--- config.mk ---
export PLATFORM = sky130hd
export DESIGN_NAME = bsreg_top
export DESIGN_NICKNAME = d
export VERILOG_FILES = /design/src/design/bsreg_pkg.sv /design/src/design/bsreg_top.sv /design/src/design/bsreg_stage.sv
export VERILOG_INCLUDE_DIRS = /design/src /design/src/design
export SDC_FILE = /design/constraint.sdc
export NUM_CORES = 1
export LEC_CHECK = 0
export BUFFER_PORTS_ARGS = -buffer_cell sky130_fd_sc_hd__buf_2
export CAP_MARGIN = 20
export CELL_PAD_IN_SITES_DETAIL_PLACEMENT = 1
export CELL_PAD_IN_SITES_GLOBAL_PLACEMENT = 2
export CORE_MARGIN = 1
export CORE_UTILIZATION = 35
export CTS_CLUSTER_DIAMETER = 50
export DETAILED_ROUTE_END_ITERATION = 7
export PLACE_DENSITY = 0.87
export SYNTH_ARGS = -nofsm -noshare
export SYNTH_HDL_FRONTEND = slang
export SYNTH_SLANG_ARGS = --single-unit
--- constraint.sdc ---
create_clock -name CLK_SYS_I -period 2.58 [get_ports CLK_SYS_I]
set_clock_uncertainty 0.15 [all_clocks]
set_input_delay 0.516 -clock CLK_SYS_I [delete_from_list [all_inputs] [get_ports CLK_SYS_I]]
set_output_delay 0.516 -clock CLK_SYS_I [all_outputs]
set_load 0.02 [all_outputs]
--- src/design/bsreg_consts.svh ---
// constants for the boundary scan test data registers
`ifndef BSREG_CONSTS_SVH
`define BSREG_CONSTS_SVH

// =====================================================================
// register lengths
`define BSREG_IR_W 3
`define BSREG_ID_W 32
`define BSREG_BSR_LEN 73

// =====================================================================
// instruction codes
`define BSREG_INS_EXTEST 3'h0
`define BSREG_INS_IDCODE 3'h1
`define BSREG_INS_SAMPLE 3'h2
`define BSREG_INS_CLAMP 3'h3
`define BSREG_INS_HIGHZ 3'h4
`define BSREG_INS_BYPASS 3'h7

// =====================================================================
// fixed capture value of the instruction shift stage
`define BSREG_IR_CAPTURE 3'h1

// =====================================================================
// identification field positions
`define BSREG_ID_LSB_BIT 1'h1
`define BSREG_ID_MFR_LSB 1
`define BSREG_ID_MFR_W 11
`define BSREG_ID_PART_LSB 12
`define BSREG_ID_PART_W 16
`define BSREG_ID_VER_LSB 28
`define BSREG_ID_VER_W 4

// =====================================================================
// boundary cell positions
`define BSREG_CELL_TX_SYNC_DIR 61
`define BSREG_CELL_TX_SYNC_DATA 60
`define BSREG_CELL_BUS_DIR 43

`endif

--- src/design/bsreg_pkg.sv ---
// types shared by the boundary scan test data registers
`include "bsreg_consts.svh"

package bsreg_pkg;

  // =====================================================================
  // test access port controller states
  typedef enum logic [3:0] {
    TLR, RTI, SEL_DR, CAP_DR, SH_DR, EX1_DR, PA_DR, EX2_DR, UPD_DR,
    SEL_IR, CAP_IR, SH_IR, EX1_IR, PA_IR, EX2_IR, UPD_IR
  } bsreg_tap_e;

  // =====================================================================
  // scan pins coming from the external test controller
  typedef struct packed {
    logic scan_clock_in;     // scan clock, sampled by the system clock
    logic scan_mode_select;  // mode select
    logic scan_serial_in;    // serial data in
    logic scan_reset_n;      // scan reset, active low
  } bsreg_pins_s;

  // =====================================================================
  // pin control derived from instruction and boundary cells
  typedef struct packed {
    logic bsr_drive;         // pins driven from boundary parallel stage
    logic highz;             // all digital outputs high impedance
    logic tx_sync_dir_cell;  // 1 = frame sync pin is an output
    logic bus_dir_cell;      // 1 = eight bus pins are outputs
  } bsreg_pinctl_s;

endpackage

--- src/design/bsreg_top.sv ---
// test access port with identification, bypass and boundary scan registers
`timescale 1ns/1ns
`include "bsreg_consts.svh"

module bsreg_top #(
  parameter int BSR_LEN = `BSREG_BSR_LEN,
  parameter logic [3:0] ID_VERSION = 4'h1,      // arbitrary value
  parameter logic [15:0] ID_PART = 16'hA5C3,    // arbitrary value
  parameter logic [10:0] ID_MFR = 11'h2B4       // arbitrary value
) (
  // system clock and reset
  input wire logic CLK_SYS_I,
  input wire logic ARST_N_I,
  // scan pins to and from the test controller
  input wire bsreg_pkg::bsreg_pins_s SCAN_PINS_I,
  output logic SCAN_SERIAL_OUT_O,
  output logic SCAN_SERIAL_OUT_OE_O,
  // boundary cells
  input wire logic [BSR_LEN-1:0] BSR_PIN_I,
  output logic [BSR_LEN-1:0] BSR_PAR_O,
  // pin control and current instruction
  output bsreg_pkg::bsreg_pinctl_s PIN_CTL_O,
  output logic [`BSREG_IR_W-1:0] IR_O
);

  // identification value, bit zero fixed to one
  localparam logic [`BSREG_ID_W-1:0] ID_VALUE = {ID_VERSION, ID_PART, ID_MFR, `BSREG_ID_LSB_BIT};

  // =====================================================================
  // pin synchronisers
  logic [3:0] sync1_r;          // first stage, read only by second stage
  logic [3:0] sync2_r;          // second stage
  logic tck_d_r;                // delayed scan clock for edge finding
  logic tck_s;
  logic tms_s;
  logic tdi_s;
  logic trst_n_s;
  logic tck_rise;
  logic tck_fall;

  // two flip-flops on every scan pin, reset state idle and scan reset active
  always_ff @(posedge CLK_SYS_I or negedge ARST_N_I) begin
    if (!ARST_N_I) begin
      sync1_r <= 4'h0;
      sync2_r <= 4'h0;
      tck_d_r <= 1'h0;
    end else begin
      sync1_r <= SCAN_PINS_I;
      sync2_r <= sync1_r;
      tck_d_r <= sync2_r[3];
    end
  end

  assign tck_s = sync2_r[3];
  assign tms_s = sync2_r[2];
  assign tdi_s = sync2_r[1];
  assign trst_n_s = sync2_r[0];
  assign tck_rise = tck_s & ~tck_d_r;
  assign tck_fall = ~tck_s & tck_d_r;

  // =====================================================================
  // tap controller
  bsreg_pkg::bsreg_tap_e state_r;     // current state
  bsreg_pkg::bsreg_tap_e state_nxt;

  // next state on each scan clock rising edge
  always_comb begin
    state_nxt = state_r;
    if (!trst_n_s) begin
      state_nxt = bsreg_pkg::TLR;
    end else if (tck_rise) begin
      case (state_r)
        bsreg_pkg::TLR: state_nxt = tms_s ? bsreg_pkg::TLR : bsreg_pkg::RTI;
        bsreg_pkg::RTI: state_nxt = tms_s ? bsreg_pkg::SEL_DR : bsreg_pkg::RTI;
        bsreg_pkg::SEL_DR: state_nxt = tms_s ? bsreg_pkg::SEL_IR : bsreg_pkg::CAP_DR;
        bsreg_pkg::CAP_DR: state_nxt = tms_s ? bsreg_pkg::EX1_DR : bsreg_pkg::SH_DR;
        bsreg_pkg::SH_DR: state_nxt = tms_s ? bsreg_pkg::EX1_DR : bsreg_pkg::SH_DR;
        bsreg_pkg::EX1_DR: state_nxt = tms_s ? bsreg_pkg::UPD_DR : bsreg_pkg::PA_DR;
        bsreg_pkg::PA_DR: state_nxt = tms_s ? bsreg_pkg::EX2_DR : bsreg_pkg::PA_DR;
        bsreg_pkg::EX2_DR: state_nxt = tms_s ? bsreg_pkg::UPD_DR : bsreg_pkg::SH_DR;
        bsreg_pkg::UPD_DR: state_nxt = tms_s ? bsreg_pkg::SEL_DR : bsreg_pkg::RTI;
        bsreg_pkg::SEL_IR: state_nxt = tms_s ? bsreg_pkg::TLR : bsreg_pkg::CAP_IR;
        bsreg_pkg::CAP_IR: state_nxt = tms_s ? bsreg_pkg::EX1_IR : bsreg_pkg::SH_IR;
        bsreg_pkg::SH_IR: state_nxt = tms_s ? bsreg_pkg::EX1_IR : bsreg_pkg::SH_IR;
        bsreg_pkg::EX1_IR: state_nxt = tms_s ? bsreg_pkg::UPD_IR : bsreg_pkg::PA_IR;
        bsreg_pkg::PA_IR: state_nxt = tms_s ? bsreg_pkg::EX2_IR : bsreg_pkg::PA_IR;
        bsreg_pkg::EX2_IR: state_nxt = tms_s ? bsreg_pkg::UPD_IR : bsreg_pkg::SH_IR;
        bsreg_pkg::UPD_IR: state_nxt = tms_s ? bsreg_pkg::SEL_DR : bsreg_pkg::RTI;
        default: state_nxt = bsreg_pkg::TLR;
      endcase
    end
  end

  // power-up lands in the reset state
  always_ff @(posedge CLK_SYS_I or negedge ARST_N_I) begin
    if (!ARST_N_I) begin
      state_r <= bsreg_pkg::TLR;
    end else begin
      state_r <= state_nxt;
    end
  end

  // =====================================================================
  // instruction register and decode
  logic [`BSREG_IR_W-1:0] ir_shift;   // instruction shift stage
  logic [`BSREG_IR_W-1:0] ir_par;     // current instruction
  logic in_tlr;
  logic sel_id;
  logic sel_bsr;
  logic sel_byp;

  assign in_tlr = (state_r == bsreg_pkg::TLR);

  // three-bit instruction, latched on falling edge in update
  // reset state forces the identification instruction
  bsreg_stage #(
    .W(`BSREG_IR_W),
    .PAR_RST(`BSREG_INS_IDCODE)
  ) u_ir (
    .clk_i(CLK_SYS_I),
    .arst_n_i(ARST_N_I),
    .capture_i(tck_rise && state_r == bsreg_pkg::CAP_IR),
    .shift_i(tck_rise && state_r == bsreg_pkg::SH_IR),
    .update_i(tck_fall && state_r == bsreg_pkg::UPD_IR),
    .force_i(in_tlr),
    .serial_i(tdi_s),
    .capture_val_i(`BSREG_IR_CAPTURE),
    .shift_o(ir_shift),
    .par_o(ir_par)
  );

  // register selection from the current instruction
  always_comb begin
    sel_id = 1'h0;
    sel_bsr = 1'h0;
    sel_byp = 1'h0;
    case (ir_par)
      `BSREG_INS_IDCODE: sel_id = 1'h1;
      `BSREG_INS_EXTEST, `BSREG_INS_SAMPLE: sel_bsr = 1'h1;
      default: sel_byp = 1'h1;   // bypass, clamp, highz and unused codes
    endcase
  end

  // =====================================================================
  // identification register
  logic [`BSREG_ID_W-1:0] id_shift;   // identification shift stage

  // capture on rising edge in capture, shift out in shift
  bsreg_stage #(
    .W(`BSREG_ID_W),
    .PAR_RST(ID_VALUE)
  ) u_id (
    .clk_i(CLK_SYS_I),
    .arst_n_i(ARST_N_I),
    .capture_i(tck_rise && state_r == bsreg_pkg::CAP_DR && sel_id),
    .shift_i(tck_rise && state_r == bsreg_pkg::SH_DR && sel_id),
    .update_i(tck_fall && state_r == bsreg_pkg::UPD_DR && sel_id),
    .force_i(1'h0),
    .serial_i(tdi_s),
    .capture_val_i(ID_VALUE),
    .shift_o(id_shift),
    .par_o()
  );

  // =====================================================================
  // boundary scan register, cell 0 nearest the serial output
  logic [BSR_LEN-1:0] bsr_shift;   // boundary shift stage
  logic [BSR_LEN-1:0] bsr_par;     // boundary parallel stage

  bsreg_stage #(
    .W(BSR_LEN),
    .PAR_RST('0)
  ) u_bsr (
    .clk_i(CLK_SYS_I),
    .arst_n_i(ARST_N_I),
    .capture_i(tck_rise && state_r == bsreg_pkg::CAP_DR && sel_bsr),
    .shift_i(tck_rise && state_r == bsreg_pkg::SH_DR && sel_bsr),
    .update_i(tck_fall && state_r == bsreg_pkg::UPD_DR && sel_bsr),
    .force_i(1'h0),
    .serial_i(tdi_s),
    .capture_val_i(BSR_PIN_I),
    .shift_o(bsr_shift),
    .par_o(bsr_par)
  );

  // =====================================================================
  // bypass bit and serial output
  logic byp_r;      // one-bit bypass
  logic byp_nxt;
  logic tdo_r;      // serial output, changes on falling edge
  logic tdo_nxt;
  logic oe_r;       // serial output enable
  logic oe_nxt;

  // bypass captures zero, shifts serial input
  // output takes the selected register's bit zero on falling edge
  always_comb begin
    byp_nxt = byp_r;
    tdo_nxt = tdo_r;
    oe_nxt = oe_r;
    if (tck_rise && sel_byp && state_r == bsreg_pkg::CAP_DR) begin
      byp_nxt = 1'h0;
    end else if (tck_rise && sel_byp && state_r == bsreg_pkg::SH_DR) begin
      byp_nxt = tdi_s;
    end
    if (tck_fall) begin
      oe_nxt = (state_r == bsreg_pkg::SH_DR) || (state_r == bsreg_pkg::SH_IR);
      if (state_r == bsreg_pkg::SH_IR) begin
        tdo_nxt = ir_shift[0];
      end else if (sel_id) begin
        tdo_nxt = id_shift[0];
      end else if (sel_bsr) begin
        tdo_nxt = bsr_shift[0];
      end else begin
        tdo_nxt = byp_r;
      end
    end
  end

  // registers for bypass and serial output
  always_ff @(posedge CLK_SYS_I or negedge ARST_N_I) begin
    if (!ARST_N_I) begin
      byp_r <= 1'h0;
      tdo_r <= 1'h0;
      oe_r <= 1'h0;
    end else begin
      byp_r <= byp_nxt;
      tdo_r <= tdo_nxt;
      oe_r <= oe_nxt;
    end
  end

  // =====================================================================
  // outputs
  assign SCAN_SERIAL_OUT_O = tdo_r;
  assign SCAN_SERIAL_OUT_OE_O = oe_r;
  assign BSR_PAR_O = bsr_par;
  assign IR_O = ir_par;
  assign PIN_CTL_O.bsr_drive = (ir_par == `BSREG_INS_EXTEST) || (ir_par == `BSREG_INS_CLAMP);
  assign PIN_CTL_O.highz = (ir_par == `BSREG_INS_HIGHZ);
  assign PIN_CTL_O.tx_sync_dir_cell = bsr_par[`BSREG_CELL_TX_SYNC_DIR];
  assign PIN_CTL_O.bus_dir_cell = bsr_par[`BSREG_CELL_BUS_DIR];
endmodule

--- src/design/bsreg_stage.sv ---
// shift stage with latched parallel output stage
`timescale 1ns/1ns

module bsreg_stage #(
  parameter int W = 3,
  parameter logic [W-1:0] PAR_RST = '0
) (
  // clock and reset
  input wire logic clk_i,
  input wire logic arst_n_i,
  // controls: capture, shift and update one system clock wide, force held as a level
  input wire logic capture_i,
  input wire logic shift_i,
  input wire logic update_i,
  input wire logic force_i,
  // data
  input wire logic serial_i,
  input wire logic [W-1:0] capture_val_i,
  output logic [W-1:0] shift_o,
  output logic [W-1:0] par_o
);

  logic [W-1:0] shift_r;    // shift path
  logic [W-1:0] shift_nxt;
  logic [W-1:0] par_r;      // latched parallel output
  logic [W-1:0] par_nxt;

  // =====================================================================
  // next values: capture beats shift, force beats update
  always_comb begin
    shift_nxt = shift_r;
    par_nxt = par_r;
    if (capture_i) begin
      shift_nxt = capture_val_i;
    end else if (shift_i) begin
      // bit 0 sits next to the serial output
      shift_nxt = {serial_i, shift_r[W-1:1]};
    end
    if (force_i) begin
      par_nxt = PAR_RST;
    end else if (update_i) begin
      // parallel stage changes only on update or force, never while shifting
      par_nxt = shift_r;
    end
  end

  // =====================================================================
  // registers
  always_ff @(posedge clk_i or negedge arst_n_i) begin
    if (!arst_n_i) begin
      shift_r <= '0;
      par_r <= PAR_RST;
    end else begin
      shift_r <= shift_nxt;
      par_r <= par_nxt;
    end
  end

  assign shift_o = shift_r;
  assign par_o = par_r;

endmodule

==> out/qor.yml <==
cells_and_area:
  fin_cells: 1212
  layout_common_cells: "199 x dfrtp_1, 159 x buf_2, 133 x nand2_1"
  nets: 963
  area_growth_pct: 22.20
  drive_gt1_share_pct: 25.08
  final_common_cell: "dfrtp_1"
  n_fill_cell: 2584
routing:
  met3RoutedLength_um: 718
  num_vias: 6024
  met2_length_mm: 9.547
  viasPerCell: 4.970
  ant_nets: 0
  first_iter_violations: 256
  highest_layer: "met4"
  wl_mm: 20.08
  wl_per_cell_um: 16.57
  firstDrtPassIters: 4
  met1Wirelength_mm: 9.504
  drc_errors: 0
timing:
  slew_headroom_pct: 59.69
  max_freq_mhz: 460.3
  setup_viol: 0
  slew_viol_final: 0
  worst_pin_slew_ns: 0.6034
  rsz0062_at_grt: "false"
  fin_crit_ns: 2.173
  fin_crit_sh_pct: 84.21
  tns_ns: 0
  finalHoldViolCount: 0
yosys:
  yosysSeqAreaShare_pct: 60.79
  synth-seq-cells: 200
  yosysUniqueCellTypes: 39
  yosys.area.top_type: "dfrtp_1"
  synth.avg_cell_area_um2: 11.08
  synth_top_area_share_pct: 60.47
  syn_area_um2: 8235
  syn-num-nets: 822
  synth_cells: 743
  yosys_warnings: 0
  synth_area_leaders: "dfrtp_1 60%, mux2_1 9.6%, o21ai_1 6.4%, nand2_1 6.1%, o22ai_1 5.6%"
cts:
  clock_latency_ns: 0.43
  cts_buffers: 17
  cts_buffer_depth: 2
  cts_tree: "yes"
  post_cts_buffers: 0
  cts_sinks: 200
  clk_pin_slew_ns: 0.07
  cts_root_buf: "clkbuf_16"
  htree_levels: 4
worst_setup_path:
  regToRegStartpoint: "state_r[1]$_DFFE_PN0P_"
  critPathSlowestCell: "dfstp_2"
  crit_chain: "xor2_1 > nor2_1 > buf_2"
  cp-startpoint: "u_ir.par_o[0]$_DFFE_PN1P_"
  cp_num_buf_inv: 1
  crit_arrival_ns: 1.51
  cp-end-kind: "primary output"
  cp_slowest_stage_delay_ns: 0.68
  cp_top_family: "flip-flops"
  crit_required_ns: 1.91
  path_class: "flop to primary output"
  cp-start-kind: "flop"
  crit_fanout: 10
global_route:
  antenna_found_initial: 2
  grt_start_max_net_pins: 91
  grt_pass1_vias: 6232
  grt_pass1_wl_mm: 33.49
  gr-total-overflow: 0
  grt_use_total_pct: 17.56
floorplanning:
  die_h_um: 155.4
  num_rows: 55
  coreArea_um2: 22850
  die_w_um: 155.4
  dieArea_um2: 24150
  initial_core_util_pct: 36.05
  ioPinCount: 161
pwr:
  vdd_ir_drop_max_mv: 0.4164
  powerDensity_nw_per_um2: 610.1
  leakage_nw: 5.075
place:
  place_inst: 1177
  io_buffers: 160
  globalplace.congestion: 0.7439
  dp_hpwl_mm: 13.45
job:
  cap_violations: 0
min_path:
  min_from: "SCAN_PINS_I[0]"
  hp-class: "primary input to flop"
run_status:
  outcome: "finished, final reports clean"
==> through the flow <==
stage,total power [mW],hold WS [ns],cell area (µm²),util (%),worst slack (ns)
4_1_cts,6.223,0.01628,10060,44.03,0.3714
3_3_place_gp,3.460,0.1856,9428,41.27,0.4680
3_5_place_dp,3.461,0.1895,9428,41.27,0.4156
5_1_grt,6.378,0.01877,10060,44.05,0.2910
6_report,6.140,0.03827,10060,44.05,0.4073
2_1_floorplan,3.292,0.07041,8235,-,0.4974
==> cells in the mapped netlist <==
| cell type | instances |
|---|---|
| o221ai_1 | 1 |
| or3b_1 | 1 |
| clkbuf_1 | 24 |
| o21ai_1 | 105 |
| nand4bb_1 | 1 |
| a211o_1 | 2 |
| nor3b_1 | 3 |
| nor4_1 | 1 |
| nand2_1 | 133 |
| o2111ai_2 | 1 |
| dfrtp_1 | 199 |
| a211oi_1 | 1 |
| nor3_1 | 2 |
| o31ai_1 | 1 |
| o21bai_1 | 1 |
| a21oi_1 | 12 |
| o211ai_1 | 3 |
| mux2_1 | 70 |
| buf_4 | 2 |
| o21ai_2 | 4 |
| and3b_1 | 1 |
| buf_1 | 3 |
| o22ai_1 | 74 |
| nand4_1 | 2 |
| nand3_1 | 4 |
| buf_6 | 8 |
| a21o_1 | 1 |
| nor2_1 | 28 |
| mux2_2 | 3 |
| dfstp_2 | 1 |
| buf_2 | 24 |
| nor2b_1 | 8 |
| nand2b_1 | 4 |
| o21ai_0 | 6 |
| a31oi_1 | 1 |
| o2bb2ai_1 | 1 |
| nor4_4 | 1 |
| mux2i_1 | 4 |
| xor2_1 | 2 |
==> per-layer routing <==
metal	GRT usage [%]	vias to the layer above
met3	2.618	17
met2	28.61	133
met1	23.80	2972
met4	6.303	0
met5	0	-
li1	-	2902
==> layout make-up <==
type	count	area (µm²)	area share (%)
sequential	200	5006	49.75
multi-input combinational	482	2930	29.12
timing repair buffer	183	1110	11.03
clock buffer	18	439.2	4.364
tap	313	391.6	3.892
clock inverter	14	181.4	1.803
antenna	2	5.005	0.04973
==> flip-flops by register name (all words and copies together) (netlist names) <==
signal                flops
u_ir.par_o                3
SCAN_SERIAL_OUT_O         1
state_r                   4
u_bsr.shift_o            73
sync2_r                   4
byp_r                     1
sync1_r                   4
SCAN_SERIAL_OUT_OE_O      1
u_id.shift_o             32
tck_d_r                   1
u_ir.shift_o              3
u_bsr.par_o              73
==> where the power goes <==
part,total [mW],switching [mW],internal [mW]
sequential,3.17,0.0188,3.15
clock,2.74,1.32,1.43
combinational,0.227,0.140,0.0867
==> cells by family (layout without fill, tap and decap cells) <==
family / Yosys count / after routing / share of synthesized area (%)
buf+inv: 61 / 215 / 3.965
compound gates: 214 / 214 / 14.84
simple gates: 189 / 189 / 9.724
flops: 200 / 200 / 60.79
mux: 77 / 77 / 10.47
xor+xnor: 2 / 2 / 0.2127
other cells: 0 / 2 / 0
==> final timing paths <==
path	to	slack (ns)	cells past startpoint
worst max-delay path	PIN_CTL_O[3]	0.41	3
worst min-delay path	sync1_r[0]$_DFF_PN0_	0.04	1
worst max register to register	u_bsr.par_o[31]$_DFFE_PN0P_	0.42	4
worst min register to register	sync2_r[0]$_DFF_PN0_	0.21	0
max in group asynchronous	u_ir.par_o[0]$_DFFE_PN1P_	1.14	3
min in group asynchronous	u_bsr.shift_o[11]$_DFFE_PN0P_	0.48	2
==> timing repair <==
| action | CTS | global route |
|---|---|---|
| hold endpoints to repair | 51 | 0 |
| gates resized for setup | 0 | 0 |
| hold buffers | 1 | 0 |
Note: power is estimated with default switching activity, not from simulation.
